### config.mk
export PLATFORM = sky130hd
export DESIGN_NAME = peripheral_pin_remap
export DESIGN_NICKNAME = d
export VERILOG_FILES = /design/src/core/pin_remap_pkg.sv /design/src/core/peripheral_pin_remap.sv /design/src/core/pin_sync.sv
export VERILOG_INCLUDE_DIRS = /design/src /design/src/core
export SDC_FILE = /design/constraint.sdc
export NUM_CORES = 1
export LEC_CHECK = 0
export ABC_AREA = 1
export BUFFER_PORTS_ARGS = -buffer_cell sky130_fd_sc_hd__buf_4
export CORE_MARGIN = 4
export CORE_UTILIZATION = 41
export CTS_CLUSTER_DIAMETER = 80
export DETAILED_ROUTE_END_ITERATION = 12
export PLACE_DENSITY = 0.76
export SETUP_SLACK_MARGIN = 0.05
export SYNTH_ARGS = -nofsm -noshare
export SYNTH_HDL_FRONTEND = slang
export SYNTH_SLANG_ARGS = --single-unit
### constraint.sdc
create_clock -name sys_clk -period 1.1 [get_ports sys_clk]
set_input_delay 0.165 -clock sys_clk [delete_from_list [all_inputs] [get_ports sys_clk]]
set_output_delay 0.165 -clock sys_clk [all_outputs]
set_load 0.005 [all_outputs]
### src/core/pin_remap_cfg.svh
// Register offsets, field positions and reset values of the pin remap block.
// Assumes a 32-bit Avalon-MM slave with word addressing in bytes.
`ifndef PIN_REMAP_CFG_SVH
`define PIN_REMAP_CFG_SVH
`define REMAP_OFS_ONE 4'h0
`define REMAP_OFS_TWO 4'h4
`define REMAP_OFS_SEG 4'h8
`define REMAP_OFS_VARIANT 4'hC
`define REMAP_RST 8'h00
`define F1_EXT_IRQ_B 7
`define F1_EXT_IRQ_A 6
`define F1_TIMER_B_CLK 5
`define F1_TIMER_A_CLK 4
`define F1_PIRQ_HI 3
`define F1_PIRQ_LO 2
`define F1_PCLK_HI 1
`define F1_PCLK_LO 0
`define F2_CHB2 7
`define F2_CHB1 6
`define F2_CHB0 5
`define F2_CHA 4
`define F2_C_OUT1 3
`define F2_C_OUT0 2
`define F2_A_OUT1 1
`define F2_A_OUT0 0
`define F3_TIMER_C_CLK 7
`define F2_LARGE_MASK 8'hFF
`define F2_SMALL_MASK 8'hF3
`define F3_MASK 8'h80
`endif

### src/core/pin_remap_pkg.sv
// Types shared by the pin remap block.
// Assumes nothing beyond the cfg header.
package pin_remap_pkg;
	// Three-way pin choice of a two-bit selector
	typedef enum logic [1:0] {SEL_PB, SEL_PC, SEL_PE, SEL_UNDEF} tri_sel_t;
endpackage

### src/core/peripheral_pin_remap.sv
// Pin remap selector: registers route peripheral signals to port pins.
// Assumes an Avalon-MM master on sys_clk and port pins asynchronous to it.
`timescale 1ns/1ps
`include "pin_remap_cfg.svh"
module peripheral_pin_remap
	import pin_remap_pkg::*;
#(
	parameter bit LARGE_VARIANT = 1'b1
)
(
	// Clock and reset
	input wire logic sys_clk,
	input wire logic rst,
	// Avalon-MM slave
	input wire logic [3:0] address,
	input wire logic read,
	input wire logic write,
	input wire logic [31:0] writedata,
	input wire logic [3:0] byteenable,
	output logic [31:0] readdata,
	output logic waitrequest,
	// Raw pin inputs {PA1,PA4,PC5,PC4,PC6,PD0,0,0}
	input wire logic [7:0] pin_in,
	// Routed inputs to peripherals
	output logic ext_irq_b,
	output logic ext_irq_a,
	output logic timer_b_clkin,
	output logic timer_a_clkin,
	output logic timer_c_clkin,
	// Peripheral outputs to be placed
	input wire logic periph_irq_signal,
	input wire logic periph_clk_signal,
	input wire logic timer_b_cha_out,
	input wire logic [2:0] timer_b_chb_out,
	input wire logic [1:0] timer_a_out,
	input wire logic [1:0] timer_c_out,
	// Pin override: value and enable per port, bit n is pin n
	output logic [7:0] pb_out,
	output logic [7:0] pb_oe,
	output logic [7:0] pc_out,
	output logic [7:0] pc_oe,
	output logic [7:0] pe_out,
	output logic [7:0] pe_oe
);
	logic [7:0] pin_remap_ctrl_one;
	logic [7:0] pin_remap_ctrl_two;
	logic [7:0] segment_ctrl_three;
	logic [7:0] pin_s;
	logic acc_done;
	logic [7:0] next_pb_out, next_pb_oe, next_pc_out, next_pc_oe, next_pe_out, next_pe_oe;
	tri_sel_t periph_irq_pin_sel;
	tri_sel_t periph_clk_pin_sel;

	// Two-way choice of a sampled pin
	function automatic logic pick(input logic sel, input logic pin0, input logic pin1);
		return sel ? pin1 : pin0;
	endfunction

	// Pin inputs are asynchronous, so synchronise before selection
	pin_sync u_sync
	(
		.sys_clk(sys_clk),
		.rst(rst),
		.din(pin_in),
		.dout(pin_s)
	);

	// One wait cycle per access; answer the cycle after the request appears
	always_ff @(posedge sys_clk)
	begin
		if (rst)
			acc_done <= 1'b0;
		else
			acc_done <= (read | write) & ~acc_done;
	end
	assign waitrequest = (read | write) & ~acc_done;

	// Register writes, low byte lane only; other offsets ignore writes
	always_ff @(posedge sys_clk)
	begin
		if (rst)
		begin
			pin_remap_ctrl_one <= `REMAP_RST;
			pin_remap_ctrl_two <= `REMAP_RST;
			segment_ctrl_three <= `REMAP_RST;
		end
		else if (write && !waitrequest && byteenable[0])
		begin
			unique case (address)
				`REMAP_OFS_ONE: pin_remap_ctrl_one <= writedata[7:0];
				`REMAP_OFS_TWO: pin_remap_ctrl_two <= writedata[7:0] &
					(LARGE_VARIANT ? `F2_LARGE_MASK : `F2_SMALL_MASK);
				`REMAP_OFS_SEG: segment_ctrl_three <= writedata[7:0] & `F3_MASK;
				default: ;
			endcase
		end
	end

	// Read data, registered; unmapped offsets read zero
	always_ff @(posedge sys_clk)
	begin
		if (rst)
			readdata <= 32'h00000000;
		else if (read && waitrequest)
		begin
			unique case (address)
				`REMAP_OFS_ONE: readdata <= {24'h000000, pin_remap_ctrl_one};
				`REMAP_OFS_TWO: readdata <= {24'h000000, pin_remap_ctrl_two};
				`REMAP_OFS_SEG: readdata <= {24'h000000, segment_ctrl_three};
				`REMAP_OFS_VARIANT: readdata <= {31'h00000000, LARGE_VARIANT};
				default: readdata <= 32'h00000000;
			endcase
		end
	end

	// Selector fields; the small variant has only the low bit of each pair
	assign periph_irq_pin_sel = tri_sel_t'({LARGE_VARIANT & pin_remap_ctrl_one[`F1_PIRQ_HI],
		pin_remap_ctrl_one[`F1_PIRQ_LO]});
	assign periph_clk_pin_sel = tri_sel_t'({LARGE_VARIANT & pin_remap_ctrl_one[`F1_PCLK_HI],
		pin_remap_ctrl_one[`F1_PCLK_LO]});

	// Input routing; pins 7..2 of pin_s are PA1,PA4,PC5,PC4,PC6,PD0
	always_ff @(posedge sys_clk)
	begin
		if (rst)
		begin
			ext_irq_b <= 1'b0;
			ext_irq_a <= 1'b0;
			timer_b_clkin <= 1'b0;
			timer_a_clkin <= 1'b0;
			timer_c_clkin <= 1'b0;
		end
		else
		begin
			ext_irq_b <= pick(pin_remap_ctrl_one[`F1_EXT_IRQ_B], pin_s[7], pin_s[5]);
			ext_irq_a <= pick(pin_remap_ctrl_one[`F1_EXT_IRQ_A], pin_s[6], pin_s[4]);
			timer_b_clkin <= pick(pin_remap_ctrl_one[`F1_TIMER_B_CLK], pin_s[7], pin_s[5]);
			timer_a_clkin <= pick(pin_remap_ctrl_one[`F1_TIMER_A_CLK], pin_s[6], pin_s[4]);
			// Small variant has no timer c; hold it low
			timer_c_clkin <= LARGE_VARIANT &
				pick(segment_ctrl_three[`F3_TIMER_C_CLK], pin_s[3], pin_s[2]);
		end
	end

	// Output placement: only the selected pin is enabled
	always_comb
	begin
		next_pb_out = 8'h00;
		next_pb_oe = 8'h00;
		next_pc_out = 8'h00;
		next_pc_oe = 8'h00;
		next_pe_out = 8'h00;
		next_pe_oe = 8'h00;
		// Undefined code 11 drives nothing, the safe reading
		unique case (periph_irq_pin_sel)
			SEL_PB: begin next_pb_out[5] = periph_irq_signal; next_pb_oe[5] = 1'b1; end
			SEL_PC: begin next_pc_out[7] = periph_irq_signal; next_pc_oe[7] = 1'b1; end
			SEL_PE: begin next_pe_out[0] = periph_irq_signal; next_pe_oe[0] = 1'b1; end
			SEL_UNDEF: ;
		endcase
		unique case (periph_clk_pin_sel)
			SEL_PB: begin next_pb_out[4] = periph_clk_signal; next_pb_oe[4] = 1'b1; end
			SEL_PC: begin next_pc_out[6] = periph_clk_signal; next_pc_oe[6] = 1'b1; end
			SEL_PE: begin next_pe_out[1] = periph_clk_signal; next_pe_oe[1] = 1'b1; end
			SEL_UNDEF: ;
		endcase
		// Timer b channel b: bit 5+k moves PBk+2 to PCk+2
		for (int k = 0; k < 3; k++)
		begin
			if (pin_remap_ctrl_two[`F2_CHB0 + k])
			begin
				next_pc_out[k + 2] = timer_b_chb_out[k];
				next_pc_oe[k + 2] = 1'b1;
			end
			else
			begin
				next_pb_out[k + 2] = timer_b_chb_out[k];
				next_pb_oe[k + 2] = 1'b1;
			end
		end
		if (pin_remap_ctrl_two[`F2_CHA])
		begin
			next_pc_out[5] = timer_b_cha_out;
			next_pc_oe[5] = 1'b1;
		end
		else
		begin
			next_pb_out[5] = timer_b_cha_out;
			next_pb_oe[5] = 1'b1;
		end
		// Timer a outputs on PB1..0 or PC1..0
		for (int k = 0; k < 2; k++)
		begin
			if (pin_remap_ctrl_two[`F2_A_OUT0 + k])
			begin
				next_pc_out[k] = timer_a_out[k];
				next_pc_oe[k] = 1'b1;
			end
			else
			begin
				next_pb_out[k] = timer_a_out[k];
				next_pb_oe[k] = 1'b1;
			end
		end
		// Timer c exists only on the large variant; PB and PE pins may be shared
		if (LARGE_VARIANT)
		begin
			for (int k = 0; k < 2; k++)
			begin
				if (pin_remap_ctrl_two[`F2_C_OUT0 + k])
				begin
					next_pe_out[k + 1] = timer_c_out[k];
					next_pe_oe[k + 1] = 1'b1;
				end
				else
				begin
					next_pb_out[k + 1] = timer_c_out[k];
					next_pb_oe[k + 1] = 1'b1;
				end
			end
		end
	end

	// Pin outputs registered for clean edges
	always_ff @(posedge sys_clk)
	begin
		if (rst)
		begin
			pb_out <= 8'h00;
			pb_oe <= 8'h00;
			pc_out <= 8'h00;
			pc_oe <= 8'h00;
			pe_out <= 8'h00;
			pe_oe <= 8'h00;
		end
		else
		begin
			pb_out <= next_pb_out;
			pb_oe <= next_pb_oe;
			pc_out <= next_pc_out;
			pc_oe <= next_pc_oe;
			pe_out <= next_pe_out;
			pe_oe <= next_pe_oe;
		end
	end

	// Checks
	chk_ext_irq_b: assert property (@(posedge sys_clk) disable iff (rst)
		##1 ext_irq_b == ($past(pin_remap_ctrl_one[7]) ? $past(pin_s[5]) : $past(pin_s[7])))
		else $error("ext_irq_b source wrong");
	chk_ext_irq_a: assert property (@(posedge sys_clk) disable iff (rst)
		##1 ext_irq_a == ($past(pin_remap_ctrl_one[6]) ? $past(pin_s[4]) : $past(pin_s[6])))
		else $error("ext_irq_a source wrong");
	chk_timer_b_clk: assert property (@(posedge sys_clk) disable iff (rst)
		##1 timer_b_clkin == ($past(pin_remap_ctrl_one[5]) ? $past(pin_s[5]) : $past(pin_s[7])))
		else $error("timer b clock source wrong");
	chk_timer_a_clk: assert property (@(posedge sys_clk) disable iff (rst)
		##1 timer_a_clkin == ($past(pin_remap_ctrl_one[4]) ? $past(pin_s[4]) : $past(pin_s[6])))
		else $error("timer a clock source wrong");
	chk_pirq_pe: assert property (@(posedge sys_clk) disable iff (rst)
		periph_irq_pin_sel == SEL_PE |=> pe_oe[0] && pe_out[0] == $past(periph_irq_signal))
		else $error("peripheral irq not on PE0");
	chk_pclk_pc: assert property (@(posedge sys_clk) disable iff (rst)
		periph_clk_pin_sel == SEL_PC |=> pc_oe[6] && pc_out[6] == $past(periph_clk_signal))
		else $error("peripheral clock not on PC6");
	chk_chb2_pin: assert property (@(posedge sys_clk) disable iff (rst)
		pin_remap_ctrl_two[7] |=> pc_oe[4] && pc_out[4] == $past(timer_b_chb_out[2]))
		else $error("timer b chb2 not on PC4");
	chk_cha_pin: assert property (@(posedge sys_clk) disable iff (rst)
		!pin_remap_ctrl_two[4] |=> pb_oe[5] && !pc_oe[5])
		else $error("timer b cha not on PB5");
	chk_small_zero: assert property (@(posedge sys_clk) disable iff (rst)
		!LARGE_VARIANT |-> pin_remap_ctrl_two[3:2] == 2'b00)
		else $error("unimplemented bits set");
	chk_seg_zero: assert property (@(posedge sys_clk) disable iff (rst)
		segment_ctrl_three[6:0] == 7'h00)
		else $error("segment low bits set");
	chk_irq_undef: assert property (@(posedge sys_clk) disable iff (rst)
		periph_irq_pin_sel == SEL_UNDEF |=> !pc_oe[7] && !pe_oe[0])
		else $error("peripheral irq driven on undefined code");
	chk_pclk_pb: assert property (@(posedge sys_clk) disable iff (rst)
		periph_clk_pin_sel == SEL_PB |=> pb_oe[4] && !pc_oe[6])
		else $error("peripheral clock not on PB4");
	// No disable here: this one watches the reset itself
	chk_reset_clear: assert property (@(posedge sys_clk)
		rst |=> pin_remap_ctrl_one == `REMAP_RST && pin_remap_ctrl_two == `REMAP_RST &&
		segment_ctrl_three == `REMAP_RST)
		else $error("remap fields not cleared by reset");
	cov_pirq_pc: cover property (@(posedge sys_clk) disable iff (rst) periph_irq_pin_sel == SEL_PC);
	cov_write_two: cover property (@(posedge sys_clk) disable iff (rst)
		write && !waitrequest && address == `REMAP_OFS_TWO);
	cov_tc_pd0: cover property (@(posedge sys_clk) disable iff (rst) segment_ctrl_three[7]);
	cov_pirq_undef: cover property (@(posedge sys_clk) disable iff (rst) periph_irq_pin_sel == SEL_UNDEF);
endmodule // peripheral_pin_remap

### src/core/pin_sync.sv
// Two-flop synchroniser for a bus of pin inputs.
// Assumes the pins are asynchronous to sys_clk.
`timescale 1ns/1ps
module pin_sync
(
	// Clock and reset
	input wire logic sys_clk,
	input wire logic rst,
	// Data
	input wire logic [7:0] din,
	output logic [7:0] dout
);
	logic [7:0] meta;

	// First stage feeds only the second
	always_ff @(posedge sys_clk)
	begin
		if (rst)
		begin
			meta <= 8'h00;
			dout <= 8'h00;
		end
		else
		begin
			meta <= din;
			dout <= meta;
		end
	end
endmodule // pin_sync
==> summary.txt <==
Place
  • DP Area: 3490 sq um
  • Hpwl dp: 4.52 mm
  • RD Place Congestion: 0.853
  • Setup WS pre-CTS: -0.0457 ns
  • IO buf count: 80

Clock network
  • CTS clk-pin slew, worst paths: 0.07 ns
  • Clk sinks: 77
  • CTS tree: yes
  • H-tree Lvls: 3
  • Clk buf depth: 2
  • Post-CTS Setup Inserts: 0
  • Worst-skew pair later-pin latency: 0.34 ns
  • Num CTS Buffers: 9
  • CTS root buf: clkbuf_8

Yosys
  • Synth Area in Compound Gates: 12.6%
  • Mapped cell area: 2900 sq um
  • Simple-gate share of the synthesized area: 16.5%
  • Mux contribution to synthesized area: 0%
  • #FFs+latches synth: 77
  • FFs w/ async S/R, synth: 0%
  • Largest family of logic cells by synthesized area: buffers and inverters
  • Mapped Cells: 334
  • Yosys top cell area share: 53.2%
  • Number of synthesized flops with an enable pin: 0
  • Synth area leader: dfxtp_1
  • Yosys warnings: 0
  • XOR/XNOR share of the synthesized area: 0%
  • Netlist cell types: 26
  • Avg Cell Area, Syn: 8.68 sq um
  • Sequential share of the synthesized area: 53.2%
  • Dominant synthesized flop cell: dfxtp_1
  • Post-synth top cells: dfxtp_1 (77), inv_1 (40), nor2_1 (39)
  • Count leader, synth: dfxtp_1
  • Main area contributors after synthesis: dfxtp_1 (53%), buf_4 (9.8%), inv_1 (5.2%)
  • Post-Synth Adder-Cell Area: 0%

Power and ir drop
  • Total Power: 5160 uW
  • VDD IR max: 0.000642 V
  • Power per standard cell area: 1370 nW/um^2
  • Static Leak: 0.00167 uW

STA
  • Final Setup Violations: 0
  • Max Slew Vio Count: 0
  • Max Clock Skew: 0.00994 ns
  • Smallest hold slack: 0.0250 ns
  • Final period util: 98.1%
  • Min Tclk post-route: 1.08 ns
  • Setup ws final: 0.0207 ns
  • Final hold violations: 0
  • Fmax: 927 MHz
  • RSZ-0062 raised after global routing: true

Route
  • Routed WL per cell: 11.6 microns
  • Routed Antenna Nets: 0
  • Detailed Routing Iterations Pass 1: 4
  • DRC violations left: 0
  • Number of DRC markers in iteration 0: 99
  • Routed vias: 2308
  • Total wire length: 6.10 mm
  • Via density: 4.39

Worst setup path
  • Top fanout value on the critical path: 2
  • Crit path kind: register to output port
  • CP peak stage delay: 0.34 ns
  • Worst EP arrival: 0.91 ns
  • Worst setup SP type: register
  • CP Cell Sequence: inv_2, nand2_2, inv_2, buf_6
  • Most common cell on crit path: inv_2
  • Slowest-stage cell, CP: dfxtp_2
  • Required @ worst endpoint: 0.94 ns
  • CP top delay family: flip-flops
  • Critical path buffer and inverter count: 3
  • Crit. End Element: output port

GRT
  • Largest net degree at the start of global routing: 27
  • GRT Overall Usage: 14.6%
  • GRT Residual Overflow: 0
  • Vias in the first global route: 2141
  • Initial antenna violation count: 0
  • First-pass GRT wire length: 9.74 mm

Final layout
  • Fraction of layout cells with a size suffix above 1: 33.5%
  • Area delta synth->final: 30.4%
  • Fin nets: 487
  • Final Instance Area: 3780 sq um
  • Ant. Diodes: 0

Die
  • Ports: 148
  • Total die area: 8480 sq um
  • Core area: 6830 sq um
  • Die Span X: 92.1 microns
  • # rows: 30
  • Die Height: 92.1 microns
  • Initial core utilization: 42.4%

Outcome
  • Status: finished, final reports clean

Min path
  • Hold/Removal Path Class: input pin to register

Job
  • Maxcap violations: 0
## cell type report
class | count | area, sq um
clock buffers | 11 | 141
clock inverters | 5 | 36.3
fillers | 625 | 3050
inverters | 43 | 169
multi-input cells | 205 | 1080
flip-flops and latches | 77 | 1540
well taps | 96 | 120
repair buffers | 89 | 684
## flip-flops by register name, indices dropped and copies added, names as in the netlist, 3 cells and up
name / count
pb_oe: 6
pb_out: 6
pc_oe: 8
pc_out: 8
pe_oe: 3
pe_out: 3
pin_remap_ctrl_one: 8
pin_remap_ctrl_two: 8
readdata: 8
u_sync.dout: 6
u_sync.meta: 6
## cell families after synthesis
family,after synthesis
other cells,1
buf+inv,91
flops,77
simple gates,99
compound gates,66
## path summary, 6_finish.rpt
path	slack (ns)	to	start	depth (start not counted)
hold / removal	0.02	u_sync.meta[5]	pin_in[5]	3
hold reg to reg	0.40	u_sync.dout[3]	u_sync.meta[3]	2
setup reg to reg	0.05	pin_remap_ctrl_two[6]	acc_done	5
setup / recovery	0.02	waitrequest	acc_done	4
## metrics by stage
| stage | std cells | TNS (ns) | utilization [%] |
|---|---|---|---|
| after floorplan | 371 | 0 | - |
| after global placement | 508 | -0.0398 | 51.1 |
| after detailed placement | 508 | -0.182 | 51.1 |
| after CTS | 526 | 0 | 54.6 |
| after global routing | 526 | -0.202 | 55.3 |
| final | 526 | 0 | 55.3 |
## worst reg2reg max path, delay by kind of cell, from the launching register on
kind | cells | cell delay (ns)
AO/OA/AOI/OAI | 2 | 0.22
buffers and inverters | 1 | 0.11
flip-flops | 1 | 0.34
AND/OR/NAND/NOR | 2 | 0.27
## where the power goes
part | switching [uW] | leakage (uW) | internal (uW)
registers | 18.8 | 0.000628 | 2840
logic | 239 | 0.000963 | 194
clock network | 980 | 0.0000815 | 880
## layer usage
layer | global-route usage [%] | part of all wire (%)
met5 | 0 | 0
met2 | 24.4 | 49
met1 | 16.4 | 40
met4 | 9.28 | 2.0
met3 | 3.94 | 8.9
## layout by cell type, fill, tap and decap left out
cell / count
a211oi_1: 2
a21oi_1: 25
a21oi_2: 7
and3_1: 2
buf_12: 1
buf_4: 87
buf_6: 1
clkbuf_1: 1
clkbuf_8: 10
clkinv_2: 1
clkinv_4: 2
clkinvlp_4: 3
conb_1: 38
dfxtp_1: 76
dfxtp_2: 1
inv_1: 37
inv_2: 4
inv_4: 1
nand2_1: 20
nand2_2: 2
nand3_1: 14
nand3_2: 2
nand3_4: 4
nor2_1: 39
nor2_4: 3
nor3_1: 11
nor4_1: 3
o21ai_0: 8
o21ai_1: 8
o21ai_2: 15
o31ai_1: 1
or2_1: 1
## what timing repair did
item | 4_1_cts | 5_1_grt
hold buffers | 0 | 0
pin swaps | 1 | 0
endpoints found under the setup margin | 17 | 23
resized for setup | 23 | 14
gates cloned | 2 | 0
Note: power is estimated with default switching activity, not from simulation.
